<file path="src/bscco_pkg.sv">
package bscco_pkg;

  // Width of the fields handled by the block
  localparam int INSTR_W = 12;
  localparam int PC_W = 11;
  localparam int DATA_W = 8;
  localparam int FADDR_W = 5;
  localparam int BIDX_W = 3;

  // Operand fields inside the instruction word
  localparam int FADDR_LSB = 0;
  localparam int BIDX_LSB = 5;
  localparam int LIT_LSB = 0;

  // Status register bit positions
  localparam int STAT_Z_BIT = 2;
  localparam int STAT_PAGE_LSB = 5;
  localparam int STAT_PAGE_W = 2;

  // Program counter layout
  localparam int PC_PAGE_LSB = 9;
  localparam int PC_BIT8 = 8;

  // Fixed values
  localparam logic [DATA_W-1:0] ZERO_BYTE = 8'h00;
  localparam logic [PC_W-1:0] PC_RESET = 11'h000;
  localparam logic [PC_W-1:0] PC_STEP = 11'h001;
  localparam logic [FADDR_W-1:0] FADDR_RESET = 5'h00;

  // Operations selected by the instruction decoder
  typedef enum logic [2:0] {
    OP_NONE = 3'h0,
    OP_SKIP_IF_BIT_CLEAR = 3'h1,
    OP_SKIP_IF_BIT_SET = 3'h2,
    OP_CLEAR_ACCUMULATOR = 3'h3,
    OP_CALL = 3'h4,
    OP_CLEAR_WATCHDOG = 3'h5,
    OP_CLEAR_FILE_REGISTER = 3'h6
  } bscco_op_t;

  // Execution states
  typedef enum logic [1:0] {
    ST_IDLE = 2'b01,
    ST_NOP = 2'b10
  } bscco_state_t;

endpackage : bscco_pkg

</file>
<file path="src/bscco_core.sv">
`timescale 1ns/10ps
// Summary of operation
// - Skip-if-bit-clear skips next instruction when tested file bit is zero.
// - Skip-if-bit-set skips next instruction when tested file bit is one.
// - Taken skip discards prefetched instruction, runs a no-op; two cycles.
// - Bit tests change no flags; bit index 0..7, file address 0..31.
// - Clear accumulator loads zero and sets zero flag only.
// - Call pushes program counter plus one onto the return stack.
// - Call target: literal to PC 7:0, status 6:5 to PC 10:9, PC 8 zero.
// - Call takes two cycles and leaves every status flag unchanged.
// - Clear watchdog resets the watchdog counter to zero.
// - Clear watchdog clears prescaler only while it serves the watchdog.
// - Clear watchdog sets both active-low timeout and power-down flags.
// - Clear file register writes zero to it and sets zero flag.
// - Any program counter write except jump forces PC bit 8 to zero.
module bscco_core
(
  input wire logic i_clk,
  input wire logic i_resetn,
  input wire logic i_instr_valid,
  input wire logic [2:0] i_op,
  input wire logic [bscco_pkg::INSTR_W-1:0] i_instr,
  input wire logic [bscco_pkg::PC_W-1:0] i_pc,
  input wire logic [bscco_pkg::DATA_W-1:0] i_status,
  input wire logic [bscco_pkg::DATA_W-1:0] i_file_rdata,
  input wire logic i_prescaler_to_watchdog,
  output logic o_ready,
  output logic [bscco_pkg::FADDR_W-1:0] o_file_raddr,
  output logic o_file_we,
  output logic [bscco_pkg::FADDR_W-1:0] o_file_waddr,
  output logic [bscco_pkg::DATA_W-1:0] o_file_wdata,
  output logic o_accum_we,
  output logic [bscco_pkg::DATA_W-1:0] o_accum_wdata,
  output logic o_zero_flag_set,
  output logic o_stack_push,
  output logic [bscco_pkg::PC_W-1:0] o_stack_data,
  output logic o_pc_load,
  output logic [bscco_pkg::PC_W-1:0] o_pc_target,
  output logic o_skip_discard,
  output logic o_watchdog_counter_clear,
  output logic o_prescaler_clear,
  output logic o_timeout_flag_n_set,
  output logic o_powerdown_flag_n_set
);

  logic rst_sync1_reg;
  logic rst_sync2_reg;
  logic rstn;

  // Reset release through two flip-flops
  always_ff @(posedge i_clk or negedge i_resetn)
  begin
    if (!i_resetn)
    begin
      rst_sync1_reg <= 1'b0;
      rst_sync2_reg <= 1'b0;
    end
    else
    begin
      rst_sync1_reg <= 1'b1;
      rst_sync2_reg <= rst_sync1_reg;
    end
  end
  assign rstn = rst_sync2_reg;

  logic [bscco_pkg::FADDR_W-1:0] faddr;
  logic [bscco_pkg::BIDX_W-1:0] bidx;
  logic [bscco_pkg::DATA_W-1:0] literal;

  bscco_field_dec u_field_dec
  (
    .i_instr(i_instr),
    .o_file_addr(faddr),
    .o_bit_idx(bidx),
    .o_literal(literal)
  );

  bscco_pkg::bscco_state_t state_reg;
  bscco_pkg::bscco_state_t state_next;
  logic accept;
  logic tested_bit;

  logic file_we_reg, file_we_next;
  logic [bscco_pkg::FADDR_W-1:0] file_waddr_reg, file_waddr_next;
  logic accum_we_reg, accum_we_next;
  logic zero_set_reg, zero_set_next;
  logic push_reg, push_next;
  logic [bscco_pkg::PC_W-1:0] stack_data_reg, stack_data_next;
  logic pc_load_reg, pc_load_next;
  logic [bscco_pkg::PC_W-1:0] pc_target_reg, pc_target_next;
  logic skip_reg, skip_next;
  logic wdt_clr_reg, wdt_clr_next;
  logic pre_clr_reg, pre_clr_next;
  logic flags_set_reg, flags_set_next;

  assign o_ready = (state_reg == bscco_pkg::ST_IDLE);
  assign accept = o_ready && i_instr_valid;
  assign o_file_raddr = faddr;
  assign tested_bit = i_file_rdata[bidx];

  always_comb
  begin
    state_next = state_reg;
    file_we_next = 1'b0;
    file_waddr_next = file_waddr_reg;
    accum_we_next = 1'b0;
    zero_set_next = 1'b0;
    push_next = 1'b0;
    stack_data_next = stack_data_reg;
    pc_load_next = 1'b0;
    pc_target_next = pc_target_reg;
    skip_next = 1'b0;
    wdt_clr_next = 1'b0;
    pre_clr_next = 1'b0;
    flags_set_next = 1'b0;
    unique case (state_reg)
      bscco_pkg::ST_IDLE:
      begin
        if (accept)
        begin
          unique case (i_op)
            bscco_pkg::OP_SKIP_IF_BIT_CLEAR:
            begin
              skip_next = !tested_bit;
            end
            bscco_pkg::OP_SKIP_IF_BIT_SET:
            begin
              skip_next = tested_bit;
            end
            bscco_pkg::OP_CLEAR_ACCUMULATOR:
            begin
              accum_we_next = 1'b1;
              zero_set_next = 1'b1;
            end
            bscco_pkg::OP_CALL:
            begin
              push_next = 1'b1;
              stack_data_next = i_pc + bscco_pkg::PC_STEP;
              pc_load_next = 1'b1;
              pc_target_next = {i_status[bscco_pkg::STAT_PAGE_LSB +: bscco_pkg::STAT_PAGE_W],
                                1'b0, literal};
            end
            bscco_pkg::OP_CLEAR_WATCHDOG:
            begin
              wdt_clr_next = 1'b1;
              pre_clr_next = i_prescaler_to_watchdog;
              flags_set_next = 1'b1;
            end
            bscco_pkg::OP_CLEAR_FILE_REGISTER:
            begin
              file_we_next = 1'b1;
              file_waddr_next = faddr;
              zero_set_next = 1'b1;
            end
            default:
            begin
              state_next = bscco_pkg::ST_IDLE;
            end
          endcase
          if (skip_next || pc_load_next)
          begin
            state_next = bscco_pkg::ST_NOP;
          end
        end
      end
      bscco_pkg::ST_NOP:
      begin
        state_next = bscco_pkg::ST_IDLE;
      end
      default:
      begin
        state_next = bscco_pkg::ST_IDLE;
      end
    endcase
  end

  always_ff @(posedge i_clk or negedge rstn)
  begin
    if (!rstn)
    begin
      state_reg <= bscco_pkg::ST_IDLE;
      file_we_reg <= 1'b0;
      file_waddr_reg <= bscco_pkg::FADDR_RESET;
      accum_we_reg <= 1'b0;
      zero_set_reg <= 1'b0;
      push_reg <= 1'b0;
      stack_data_reg <= bscco_pkg::PC_RESET;
      pc_load_reg <= 1'b0;
      pc_target_reg <= bscco_pkg::PC_RESET;
      skip_reg <= 1'b0;
      wdt_clr_reg <= 1'b0;
      pre_clr_reg <= 1'b0;
      flags_set_reg <= 1'b0;
    end
    else
    begin
      state_reg <= state_next;
      file_we_reg <= file_we_next;
      file_waddr_reg <= file_waddr_next;
      accum_we_reg <= accum_we_next;
      zero_set_reg <= zero_set_next;
      push_reg <= push_next;
      stack_data_reg <= stack_data_next;
      pc_load_reg <= pc_load_next;
      pc_target_reg <= pc_target_next;
      skip_reg <= skip_next;
      wdt_clr_reg <= wdt_clr_next;
      pre_clr_reg <= pre_clr_next;
      flags_set_reg <= flags_set_next;
    end
  end

  assign o_file_we = file_we_reg;
  assign o_file_waddr = file_waddr_reg;
  assign o_file_wdata = bscco_pkg::ZERO_BYTE;
  assign o_accum_we = accum_we_reg;
  assign o_accum_wdata = bscco_pkg::ZERO_BYTE;
  assign o_zero_flag_set = zero_set_reg;
  assign o_stack_push = push_reg;
  assign o_stack_data = stack_data_reg;
  assign o_pc_load = pc_load_reg;
  assign o_pc_target = pc_target_reg;
  assign o_skip_discard = skip_reg;
  assign o_watchdog_counter_clear = wdt_clr_reg;
  assign o_prescaler_clear = pre_clr_reg;
  assign o_timeout_flag_n_set = flags_set_reg;
  assign o_powerdown_flag_n_set = flags_set_reg;

  // Checks
  a_skip_on_clear: assert property (@(posedge i_clk) disable iff (!rstn)
    (accept && i_op == bscco_pkg::OP_SKIP_IF_BIT_CLEAR) |=> (o_skip_discard == !$past(tested_bit)))
    else $error("skip on clear bit wrong");
  a_skip_on_set: assert property (@(posedge i_clk) disable iff (!rstn)
    (accept && i_op == bscco_pkg::OP_SKIP_IF_BIT_SET) |=> (o_skip_discard == $past(tested_bit)))
    else $error("skip on set bit wrong");
  a_skip_two_cycles: assert property (@(posedge i_clk) disable iff (!rstn)
    o_skip_discard |-> (!o_ready ##1 o_ready))
    else $error("skip not two cycles");
  a_test_no_flags: assert property (@(posedge i_clk) disable iff (!rstn)
    (accept && (i_op == bscco_pkg::OP_SKIP_IF_BIT_CLEAR || i_op == bscco_pkg::OP_SKIP_IF_BIT_SET))
    |=> !(o_zero_flag_set || o_timeout_flag_n_set || o_file_we || o_accum_we))
    else $error("bit test touched state");
  a_clear_accum: assert property (@(posedge i_clk) disable iff (!rstn)
    (accept && i_op == bscco_pkg::OP_CLEAR_ACCUMULATOR)
    |=> (o_accum_we && o_accum_wdata == bscco_pkg::ZERO_BYTE && o_zero_flag_set && !o_timeout_flag_n_set))
    else $error("accumulator clear wrong");
  a_call_push: assert property (@(posedge i_clk) disable iff (!rstn)
    (accept && i_op == bscco_pkg::OP_CALL)
    |=> (o_stack_push && o_stack_data == $past(i_pc) + bscco_pkg::PC_STEP))
    else $error("call return address wrong");
  a_call_target: assert property (@(posedge i_clk) disable iff (!rstn)
    (accept && i_op == bscco_pkg::OP_CALL) |=> (o_pc_load && o_pc_target[bscco_pkg::DATA_W-1:0] == $past(literal)
    && o_pc_target[bscco_pkg::PC_W-1:bscco_pkg::PC_PAGE_LSB]
    == $past(i_status[bscco_pkg::STAT_PAGE_LSB +: bscco_pkg::STAT_PAGE_W])))
    else $error("call target wrong");
  a_call_timing: assert property (@(posedge i_clk) disable iff (!rstn)
    (accept && i_op == bscco_pkg::OP_CALL) |=> (!o_ready && !o_zero_flag_set && !o_timeout_flag_n_set) ##1 o_ready)
    else $error("call timing or flags wrong");
  a_wdt_clear: assert property (@(posedge i_clk) disable iff (!rstn)
    (accept && i_op == bscco_pkg::OP_CLEAR_WATCHDOG)
    |=> (o_watchdog_counter_clear
    ##1 (o_watchdog_counter_clear == $past(accept && i_op == bscco_pkg::OP_CLEAR_WATCHDOG))))
    else $error("watchdog clear wrong");
  a_prescaler_gate: assert property (@(posedge i_clk) disable iff (!rstn)
    o_prescaler_clear |-> ($past(i_prescaler_to_watchdog) && o_watchdog_counter_clear))
    else $error("prescaler cleared while on timer");
  a_wdt_flags: assert property (@(posedge i_clk) disable iff (!rstn)
    (accept && i_op == bscco_pkg::OP_CLEAR_WATCHDOG) |=> (o_timeout_flag_n_set && o_powerdown_flag_n_set))
    else $error("watchdog flags not set");
  a_clear_file: assert property (@(posedge i_clk) disable iff (!rstn)
    (accept && i_op == bscco_pkg::OP_CLEAR_FILE_REGISTER)
    |=> (o_file_we && o_file_waddr == $past(faddr) && o_file_wdata == bscco_pkg::ZERO_BYTE && o_zero_flag_set))
    else $error("file clear wrong");
  a_pc_bit8: assert property (@(posedge i_clk) disable iff (!rstn)
    o_pc_load |-> !o_pc_target[bscco_pkg::PC_BIT8])
    else $error("pc bit 8 not cleared");

endmodule : bscco_core

</file>
<file path="src/bscco_field_dec.sv">
`timescale 1ns/10ps
module bscco_field_dec
(
  input wire logic [bscco_pkg::INSTR_W-1:0] i_instr,
  output logic [bscco_pkg::FADDR_W-1:0] o_file_addr,
  output logic [bscco_pkg::BIDX_W-1:0] o_bit_idx,
  output logic [bscco_pkg::DATA_W-1:0] o_literal
);

  // Operand extraction
  always_comb
  begin
    o_file_addr = i_instr[bscco_pkg::FADDR_LSB +: bscco_pkg::FADDR_W];
    o_bit_idx = i_instr[bscco_pkg::BIDX_LSB +: bscco_pkg::BIDX_W];
    o_literal = i_instr[bscco_pkg::LIT_LSB +: bscco_pkg::DATA_W];
  end

endmodule : bscco_field_dec

</file>
<file path="config.mk">
export PLATFORM = sky130hd
export DESIGN_NAME = bscco_core
export DESIGN_NICKNAME = d
export VERILOG_FILES = /design/src/bscco_pkg.sv /design/src/bscco_core.sv /design/src/bscco_field_dec.sv
export SDC_FILE = /design/constraint.sdc
export NUM_CORES = 1
export LEC_CHECK = 0
export ABC_AREA = 1
export BUFFER_PORTS_ARGS = -buffer_cell sky130_fd_sc_hd__buf_2
export CORE_MARGIN = 4
export CORE_UTILIZATION = 30
export CTS_BUF_LIST = sky130_fd_sc_hd__clkbuf_8
export DETAILED_ROUTE_END_ITERATION = 7
export MAX_ROUTING_LAYER = met4
export PLACE_DENSITY = 0.56
export SYNTH_ARGS = -nofsm -noshare
export SYNTH_HDL_FRONTEND = slang
export SYNTH_SLANG_ARGS = --single-unit
</file>
<file path="constraint.sdc">
create_clock -name i_clk -period 2.2 [get_ports i_clk]
set_input_delay 0.33 -clock i_clk [delete_from_list [all_inputs] [get_ports i_clk]]
set_output_delay 0.33 -clock i_clk [all_outputs]
set_load 0.005 [all_outputs]
</file>
==> results by group, run 1 <==
Run status
  • Status: finished, final reports clean

Layout
  • Largest register FFs: 11
  • Layout Cells excl Fill: 370
  • Post-Layout Inst Area: about 2400 µm²
  • Share of layout cells above drive strength 1: 39.25%
  • Core Util, Final: 37.32%
  • Diode count: 0
  • Fillers: 669
  • Area grow syn2layout: 21.64%
  • Net count, final: 339

Min path
  • Hold path endpoint: o_pc_target[10]$_DFFE_PN0P_
  • Hold Path Stages: 3
  • Worst Hold Class: primary input to register
  • Hold path start: i_status[6]

Yosys
  • Adder-cell share of the synthesized area: 0.6460%
  • Post-synthesis xor/xnor area fraction: under 10%
  • Main combinational cell family by area after synthesis: simple AND/OR/NAND/NOR gates
  • Mapped Avg Cell Area: 8.844 µm²
  • Post-synth cell types: 30
  • Mapped Cells: 219
  • Mapped Area: around 1900 µm²
  • Top cells by area, synth: dfrtp_1 (47%), buf_4 (9.7%), nand2_1 (9.7%)
  • Top cell type's share of synthesized area: 46.51%
  • #FFs+latches synth: 37
  • Largest area contributor in the netlist: dfrtp_1
  • Fraction of the yosys area taken by sequential cells: 47.87%
  • Yosys warnings: 0
  • Synth Area in Compound Gates: 9.561%
  • Post-synthesis simple-gate area fraction: 22.22%
  • Mux cell area share after synthesis: 0%

Setup path
  • FF-to-FF path depth: 6
  • Element type at the critical path end: register
  • RR Endpoint: o_stack_data[3]$_DFFE_PN0P_
  • Critical path arrival: 1.78 ns
  • Critical R2R Launch: state_reg[0]$_DFFE_PN1P_
  • Setup Crit Path Kind: register to register
  • Worst endpoint required time: 2.37 ns
  • Crit-path max FO: 35
  • Startpoint Class: register
  • Critical Path Max Stage Delay: 0.52 ns
  • CP bufs+invs: 2
  • Slowest-stage cell, CP: dfstp_2
  • Critical path's top delay family: flip-flops
  • Cells along the critical path: inv_1 > nor2_2 > nand2_4 > nor2_8 > inv_6 > a22o_1
  • R2r setup slk: 0.59 ns

Placed design
  • Placed Area: approximately 2300 µm²
  • Port Buf Inserts: just under 80
  • Number of placed cells counting well taps: between 300 and 400
  • RD Place Congestion: 0.7629
  • DPL Wire Length: between 3 and 4 mm

Routing
  • Metal2 WL: 1.880 mm
  • First drt pass iteration count: 4
  • DRT iter0 DRCs: 28
  • Vias: 1530
  • Routed len/inst: 10.62 µm
  • Final ANT Viol Nets: 0
  • DR vias/cell: 4.135
  • Residual DRC: 0
  • DRT Wirelength: 3.930 mm
  • Routed wl met3: 325 µm
  • Top Metal Used: met4
  • M1 WL: 1.705 mm

Floorplan
  • DIE HEIGHT: 88.35 µm
  • # IOs: 105
  • CORE AREA: between 6000 and 7000 µm²
  • Effective utilization at floorplan: 30.68%
  • Chip width: 88.35 µm
  • Std-Cell Rows: 29
  • Die ar.: 7806 µm²

Global routing
  • Initial antenna violation count: 0
  • GRT overflow: 0
  • First-pass GRT wire length: 5.968 mm
  • Largest net degree at the start of global routing: 36
  • GRT Total Usage: 10.19%
  • Vias in the first global route: 1324

CTS
  • Htree depth: 2
  • CTS sink count: 37
  • Clock buffer depth: 2
  • Worst-path clk slew: 0.08 ns
  • Post_cts resized: 0
  • Worst skew pair latency: 0.28 ns
  • Postcts setup bufs: 0
  • CTS tree: yes
  • CTS buffer count: 5
  • CTS Hold Bufs: 1
  • Root buf cell: clkbuf_8

Pwr
  • Sequential Power Share: about half
  • Clk pwr share: 26.6%
  • Psw: slightly above 0.5 mW
  • Lkg Pwr: 1.371 nW
  • Logic pwr share: 23.3%
  • PD cells: 728.5 nW/µm²
  • Sw frac: 29.49%
  • Cell-internal power: 1.210 mW
  • Worst VDD drop: approximately 300 µV

Timing
  • Post-layout minimum cycle time: 1.609 ns
  • Final Skew: 0.003830 ns
  • Fmax: between 0.6 and 0.7 GHz
  • Number of failing hold endpoints at the final stage: 0
  • Sum of negative setup slack: 0 ns
  • Final period util: 73.13%
  • Fin Hold WS: 0.2464 ns
  • Pins Over Slew Limit: 0
  • Final setup viols: 0
  • RSZ-0062 raised after global routing: no

Job
  • Max cap viols: 0
## metrics by stage
step           setup slack [ns]  total power, mW
6_report                 0.5912            1.716
5_1_grt                  0.4728            1.851
4_1_cts                  0.5629            1.757
3_5_place_dp             0.5704            1.284
3_3_place_gp             0.6079            1.277
2_1_floorplan            0.8023            1.109
## logic make-up (layout without fill, tap and decap cells)
| kind of cell | Yosys count | count (layout) |
|---|---|---|
| buf+inv | 60 | 118 |
| xor+xnor | 3 | 3 |
| flops | 37 | 37 |
| other cells | 2 | 18 |
| compound gates | 26 | 26 |
| simple gates | 90 | 90 |
| fa+ha+maj | 1 | 1 |
## layout make-up
type / instances / area, µm² / share of cell area [%]
well taps: 77 / 96.34 / 4.089
clock inverters: 3 / 17.52 / 0.7435
multi-input cells: 138 / 721.9 / 30.64
inverters: 31 / 121.4 / 5.151
flip-flops and latches: 37 / 927.1 / 39.35
repair buffers: 79 / 402.9 / 17.10
clock buffers: 5 / 68.82 / 2.921
## tightest hold or removal path, stage by stage
cell	delay, ns
buf_2	0.08
nand2_1	0.04
nand2_1	0.05
## cell usage after synthesis, drive strengths merged
cell and instances:
o21ai 20, dfstp 1, conb 2, nor3 1, nand3 15, nor3b 1
a22o 1, buf 29, ha 1, inv 31, xor2 1, dfrtp 36
nand4 2, o31ai 1, xnor2 2, nor2 14, o21bai 1, a21oi 3
nand2 57
## power by group through the flow
stage | clock network (mW) | logic [mW] | registers (mW)
final | 0.456 | 0.400 | 0.860
after global routing | 0.517 | 0.458 | 0.876
after CTS | 0.483 | 0.413 | 0.861
after detailed placement | 0 | 0.412 | 0.872
after global placement | 0 | 0.403 | 0.874
after floorplan | 0 | 0.215 | 0.894
## cells in the final DEF (no fill, tap or decap), types with 2 or more instances in the layout
cell type  count
nor2_2         4
clkinv_2       2
nor2_1         7
inv_1         29
conb_1        18
nand2_2        6
nor2_4         2
a21oi_1        3
nand4_1        2
dfrtp_1       36
clkbuf_8       5
nand3_1       15
o21ai_1        3
xnor2_1        2
nand2_1       50
o21ai_0        6
o21ai_2       11
buf_2         77
## layer usage
layer  vias to the layer above  GRT usage, %
met5                         -             -
met4                         0         3.297
met3                         2         3.259
met2                        56         16.04
met1                       689         12.41
li1                        783             -
## how the worst max path moves through the flow
stage,depth (start not counted),end,start
4_1_cts,6,o_stack_data[3]$_DFFE_PN0P_,state_reg[0]$_DFFE_PN1P_
3_5_place_dp,6,o_stack_data[3]$_DFFE_PN0P_,state_reg[0]$_DFFE_PN1P_
6_report,6,o_stack_data[3]$_DFFE_PN0P_,state_reg[0]$_DFFE_PN1P_
3_3_place_gp,6,o_stack_data[3]$_DFFE_PN0P_,state_reg[0]$_DFFE_PN1P_
5_1_grt,6,o_stack_data[5]$_DFFE_PN0P_,state_reg[0]$_DFFE_PN1P_
2_1_floorplan,8,o_stack_data[2]$_DFFE_PN0P_,state_reg[0]$_DFFE_PN1P_
Power figures use the tool's default switching activity.
==> run 2, diff against run 1 <==
==> constraint.sdc (replaced) <==
create_clock -name i_clk -period 1.6 [get_ports i_clk]
set_input_delay 0.24 -clock i_clk [delete_from_list [all_inputs] [get_ports i_clk]]
set_output_delay 0.24 -clock i_clk [all_outputs]
set_load 0.005 [all_outputs]
==> results by group, run 2 (synthesis gave the netlist of run 1 again) <==
Run status
  • Status: finished, final reports clean

Setup path
  • Slowest-stage cell, CP: dfstp_2
  • Critical Path Max Stage Delay: 0.52 ns
  • Cells along the critical path: inv_1 > nor2_2 > nand2_4 > nor2_8 > inv_6 > a22o_1
  • Crit-path max FO: 35
  • Setup Crit Path Kind: register to register
  • Worst endpoint required time: 1.77 ns
  • Critical path arrival: between 1.5 and 2 ns
  • Startpoint Class: register
  • Element type at the critical path end: register

Global routing
  • Vias in the first global route: 1373
  • Initial antenna violation count: 0
  • First-pass GRT wire length: 6.168 mm
  • GRT Total Usage: 10.46%
  • Largest net degree at the start of global routing: 36
  • GRT overflow: 0

Routing
  • M1 WL: approximately 1.7 mm
  • DR vias/cell: 4.111
  • Final ANT Viol Nets: 0
  • Vias: 1525
  • Residual DRC: 0
  • Routed wl met3: around 330 µm
  • Routed len/inst: 10.67 µm
  • Metal2 WL: roughly 1.9 mm
  • DRT Wirelength: 3.958 mm
  • First drt pass iteration count: 4
  • DRT iter0 DRCs: 46
  • Top Metal Used: met4

Layout
  • Post-Layout Inst Area: 2414 µm²
  • Diode count: 0
  • Share of layout cells above drive strength 1: roughly two fifths
  • Most frequent cells in the layout: buf_2 (77), nand2_1 (49), dfrtp_1 (36)
  • Net count, final: 340
  • Commonest non-fill, non-tap cell in the layout: buf_2
  • Area grow syn2layout: 24.61%
  • Largest register FFs: 11

Timing
  • Post-layout minimum cycle time: roughly 1.4 ns
  • Sum of negative setup slack: 0 ns
  • Number of failing hold endpoints at the final stage: 0
  • Final setup viols: 0
  • Pins Over Slew Limit: 0
  • Final period util: 90.52%
  • Fmax: 0.6905 GHz
  • Final Skew: 0.005358 ns
  • RSZ-0062 raised after global routing: no

Pwr
  • Worst VDD drop: 477.4 µV
  • Lkg Pwr: 1.402 nW
  • PD cells: 1112 nW/µm²

Floorplan
  • # IOs: 105
  • DIE HEIGHT: ~90 µm
  • Chip width: roughly 88 µm
  • Effective utilization at floorplan: 30.68%
  • Std-Cell Rows: 29
  • CORE AREA: 6314 µm²
  • Die ar.: 7806 µm²

Min path
  • Worst Hold Class: primary input to register

CTS
  • CTS sink count: 37
  • Worst skew pair latency: between 0.2 and 0.3 ns
  • Root buf cell: clkbuf_8
  • Clock buffer depth: 2
  • Worst-path clk slew: around 0.080 ns
  • Htree depth: 2
  • CTS tree: yes
  • CTS buffer count: 5

Placed design
  • Port Buf Inserts: 77
  • Placed Area: 2267 µm²
  • DPL Wire Length: approximately 3.1 mm
  • RD Place Congestion: 0.7534

Job
  • Max cap viols: 0
[run 2: cell count changes in the layout (fill, tap and decap cells not counted), sizes merged]
cell / previous run / this run
clkinvlp: 1 / 0
buf: 78 / 79
clkinv: 2 / 1
bufinv: 0 / 2
[run 2: power breakdown]
| part | internal (mW) | leakage, nW | total, mW | switching, mW |
|---|---|---|---|---|
| Sequential | 1.10 | 0.471 | 1.19 | 0.0859 |
| Clock | 0.619 | 0.0681 | 0.946 | 0.327 |
| Combinational | 0.265 | 0.862 | 0.552 | 0.287 |
| Total | 1.98 | 1.40 | 2.68 | 0.700 |
[run 2: metal layers]
layer | global-route usage [%] | vias to the layer above
met3 | 3.073 | 5
met5 | - | -
li1 | - | 783
met4 | 3.709 | 0
met1 | 13.37 | 683
met2 | 15.77 | 54
[run 2: worst paths after layout]
| kind | start | slack, ns | endpoint | depth (start not counted) |
|---|---|---|---|---|
| worst min register to register | rst_sync2_reg$_DFF_PN0_ | 0.28 | o_pc_target[6]$_DFFE_PN0P_ | 1 |
| worst max-delay path | state_reg[0]$_DFFE_PN1P_ | 0.15 | o_stack_data[3]$_DFFE_PN0P_ | 6 |
| worst min-delay path | i_status[5] | 0.16 | o_pc_target[9]$_DFFE_PN0P_ | 3 |
| min in group asynchronous | i_resetn | 0.27 | rst_sync2_reg$_DFF_PN0_ | 2 |
| worst max register to register | state_reg[0]$_DFFE_PN1P_ | 0.15 | o_stack_data[3]$_DFFE_PN0P_ | 6 |
| max in group asynchronous | rst_sync2_reg$_DFF_PN0_ | 0.99 | state_reg[0]$_DFFE_PN1P_ | 1 |
[run 2: cell type report]
| type | count | area [µm²] |
|---|---|---|
| Multi-Input combinational cell | 138 | 724.4 |
| Fill cell | 697 | 3900 |
| Timing Repair Buffer | 80 | 410.4 |
| Sequential cell | 37 | 927.1 |
| Tap cell | 77 | 96.34 |
| Clock buffer | 5 | 68.82 |
| Inverter | 31 | 121.4 |
| Clock inverter | 3 | 65.06 |
[run 2: worst max-delay path, delay by kind of cell (launching register included)]
kind | cells | cell delay [ns]
buffers and inverters | 2 | 0.17
AO/OA/AOI/OAI | 1 | 0.25
flip-flops | 1 | 0.52
AND/OR/NAND/NOR | 3 | 0.39
[run 2: metrics by stage]
step                total power, mW  cells  utilization, %  setup slack, ns  hold slack, ns
CTS                           2.737    371           38.19           0.1247          0.1501
global route                  2.871    371           38.23          0.03037          0.1538
floorplan                     1.525    235               -           0.2023        -0.05559
global placement              1.757    362           35.91           0.1558         0.02632
detailed placement            1.770    362           35.91           0.1413         0.02733
finish                        2.684    371           38.23           0.1518          0.1597
[run 2: timing repair]
action                                  in CTS  in global routing
endpoints found under the setup margin       0                  1
resized for setup                            0                  1
hold buffers                                 1                  0
buffers inserted                             0                  0
hold endpoints to repair                     2                  0
==> run 3, diff against run 2 <==
--- a/config.mk
+++ b/config.mk
@@ -5,7 +5,6 @@
 export SDC_FILE = /design/constraint.sdc
 export NUM_CORES = 1
 export LEC_CHECK = 0
-export ABC_AREA = 1
 export BUFFER_PORTS_ARGS = -buffer_cell sky130_fd_sc_hd__buf_2
 export CORE_MARGIN = 4
 export CORE_UTILIZATION = 30
==> results by group, run 3 <==
Setup path
  • Critical path arrival: 1.77 ns
  • CP bufs+invs: 1
  • CP Launch Point: state_reg[0]$_DFFE_PN1P_
  • Crit-path max FO: 9
  • Slowest-stage cell, CP: dfstp_2
  • Cells along the critical path: nand4b_4 > or3_4 > buf_12 > mux2_4
  • Worst endpoint required time: 1.76 ns
  • Critical path's top delay family: flip-flops
  • Critical Path Max Stage Delay: 0.57 ns
  • Setup Crit Path Kind: register to register
  • Element type at the critical path end: register
  • Startpoint Class: register
  • Critical R2R Launch: state_reg[0]$_DFFE_PN1P_

Yosys
  • Main combinational cell family by area after synthesis: multiplexers
  • Top cell type's share of synthesized area: 48.48%
  • Post-synthesis xor/xnor area fraction: roughly 5.2%
  • Most frequent cells after synthesis: dfrtp_1 (36), buf_4 (26), nand2_1 (13)
  • Top cells by area, synth: dfrtp_1 (48%), buf_4 (11%), mux2_4 (7.3%)
  • Mapped Avg Cell Area: 11.76 µm²
  • Synth Area in Compound Gates: around 3.6%
  • Fraction of the yosys area taken by sequential cells: about half
  • Mapped Area: 1858 µm²
  • Mapped Cells: 158
  • Largest area contributor in the netlist: dfrtp_1
  • Mux cell area share after synthesis: 16.03%
  • Post-synthesis async set-or-reset flop share: 100.0%
  • #FFs+latches synth: 37
  • Cell with the most instances after synthesis: dfrtp_1
  • Post-synthesis simple-gate area fraction: 10.64%
  • EDFF count, synth: 0
  • Prevailing post-synth register cell: dfrtp_1
  • Post-synth cell types: 31
  • Yosys warnings: 0
  • Adder-cell share of the synthesized area: 0.6734%

Pwr
  • PD cells: 1067 nW/µm²
  • Total power: around 2.5 mW
  • Worst VDD drop: 482.5 µV
  • Lkg Pwr: 1.264 nW

Layout
  • Net count, final: about 280
  • Share of layout cells above drive strength 1: 49.57%
  • Area grow syn2layout: 27.00%
  • Largest register FFs: 11
  • Commonest non-fill, non-tap cell in the layout: buf_2
  • Post-Layout Inst Area: 2360 µm²
  • Diode count: 0
  • Most frequent cells in the layout: buf_2 (77), dfrtp_1 (36), conb_1 (18)

CTS
  • Worst-path clk slew: 0.07 ns
  • CTS buffer count: 5
  • Worst skew pair latency: 0.28 ns
  • Htree depth: 2
  • CTS tree: yes
  • Clock buffer depth: 2
  • Root buf cell: clkbuf_8
  • Postcts setup bufs: 0
  • CTS sink count: 37

Min path
  • Worst Hold Class: primary input to register
  • Hold path start: i_pc[0]

Routing
  • Residual DRC: 0
  • Routed len/inst: 12.44 µm
  • DRT Wirelength: 3.845 mm
  • Vias: between 1000 and 1500
  • First drt pass iteration count: 4
  • Final ANT Viol Nets: 0
  • DR vias/cell: between 4 and 5
  • DRT iter0 DRCs: 28

Timing
  • Fmax: 0.6223 GHz
  • Pins Over Slew Limit: 0
  • Number of failing hold endpoints at the final stage: 0
  • Final period util: 100.4%
  • RSZ-0062 raised after global routing: yes
  • Final setup viols: 5
  • Post-layout minimum cycle time: between 1.5 and 2 ns
  • Final Skew: between 0.007 and 0.008 ns
  • Slack of the critical path: -0.007057 ns
  • Fin Hold WS: about 0.18 ns

Placed design
  • RD Place Congestion: between 0.7 and 0.8
  • DPL Wire Length: 3.006 mm
  • Placed Area: ~2200 µm²
  • Port Buf Inserts: 77

Global routing
  • First-pass GRT wire length: around 6.2 mm
  • GRT overflow: 0
  • Largest net degree at the start of global routing: 36
  • GRT Total Usage: between 10% and 20%
  • Vias in the first global route: ~1300
  • Initial antenna violation count: 0

Floorplan
  • DIE HEIGHT: 86.70 µm
  • Std-Cell Rows: 28
  • Effective utilization at floorplan: 31.20%
  • # IOs: between 100 and 150
  • Chip width: ~87 µm
  • Die ar.: about 7500 µm²
  • CORE AREA: 5956 µm²

Job
  • Max cap viols: 0

Run status
  • Failing checks: setup timing
  • Status: finished with violations
-- run 3: metal layers --
layer	vias to the layer above	GRT usage, %	part of all wire [%]
met4	0	2.975	0.68
met2	56	17.66	49
met1	607	13.44	41
li1	639	-	-
met3	5	3.232	8.4
met5	-	-	0
-- run 3: kinds of logic after synthesis --
group | after synthesis
buffers and inverters | 34
XOR/XNOR | 11
adder cells (fa/ha/maj) | 1
AND/OR/NAND/NOR | 39
flip-flops | 37
other | 2
multiplexers | 23
AO/OA/AOI/OAI | 11
-- run 3: final timing paths --
check	endpoint	slack, ns	cells past startpoint
setup reg to reg	o_pc_target[1]$_DFFE_PN0P_	-0.007	4
max in group asynchronous	state_reg[0]$_DFFE_PN1P_	0.97	1
hold / removal	o_stack_data[0]$_DFFE_PN0P_	0.18	2
hold reg to reg	o_stack_data[5]$_DFFE_PN0P_	0.27	1
min in group asynchronous	o_stack_data[5]$_DFFE_PN0P_	0.27	1
setup / recovery	o_pc_target[1]$_DFFE_PN0P_	-0.007	4
-- run 3: cell type report --
type                       count  area, µm²
tap                           75      93.84
clock buffer                   6      82.58
clock inverter                 1      3.754
fill                         595       3596
multi-input combinational    103      768.2
sequential                    37      927.1
inverter                       3      11.26
timing repair buffer          84      473.0
-- run 3: what timing repair did --
item,CTS,global route
hold endpoints to repair,2,0
setup endpoints to repair,13,18
hold buffers,1,0
gates resized for setup,8,11
-- run 3: worst register-to-register path: stages (launching register included) --
cell      delay, ns
dfstp_2        0.57
nand4b_4       0.10
or3_4          0.37
buf_12         0.17
mux2_4         0.29
-- run 3: per-stage QoR --
step                      worst slack, ns  instances  setup TNS (ns)  utilization (%)
after floorplan                  -0.01130        174         -0.1017                -
after global placement          -0.009259        301        -0.06567            37.16
after detailed placement         -0.02739        301         -0.1744            37.16
after CTS                       -0.005441        309        -0.02563            39.37
after global routing             -0.04885        309         -0.5436            39.62
final                           -0.007057        309        -0.02441            39.62
-- run 3: power by group --
| part | internal, mW | switching (mW) | total (mW) | leakage (nW) |
|---|---|---|---|---|
| Clock | 0.336 | 0.313 | 0.648 | 0.0485 |
| Sequential | 1.13 | 0.101 | 1.23 | 0.463 |
| Combinational | 0.370 | 0.267 | 0.637 | 0.753 |
| Total | 1.84 | 0.681 | 2.52 | 1.26 |
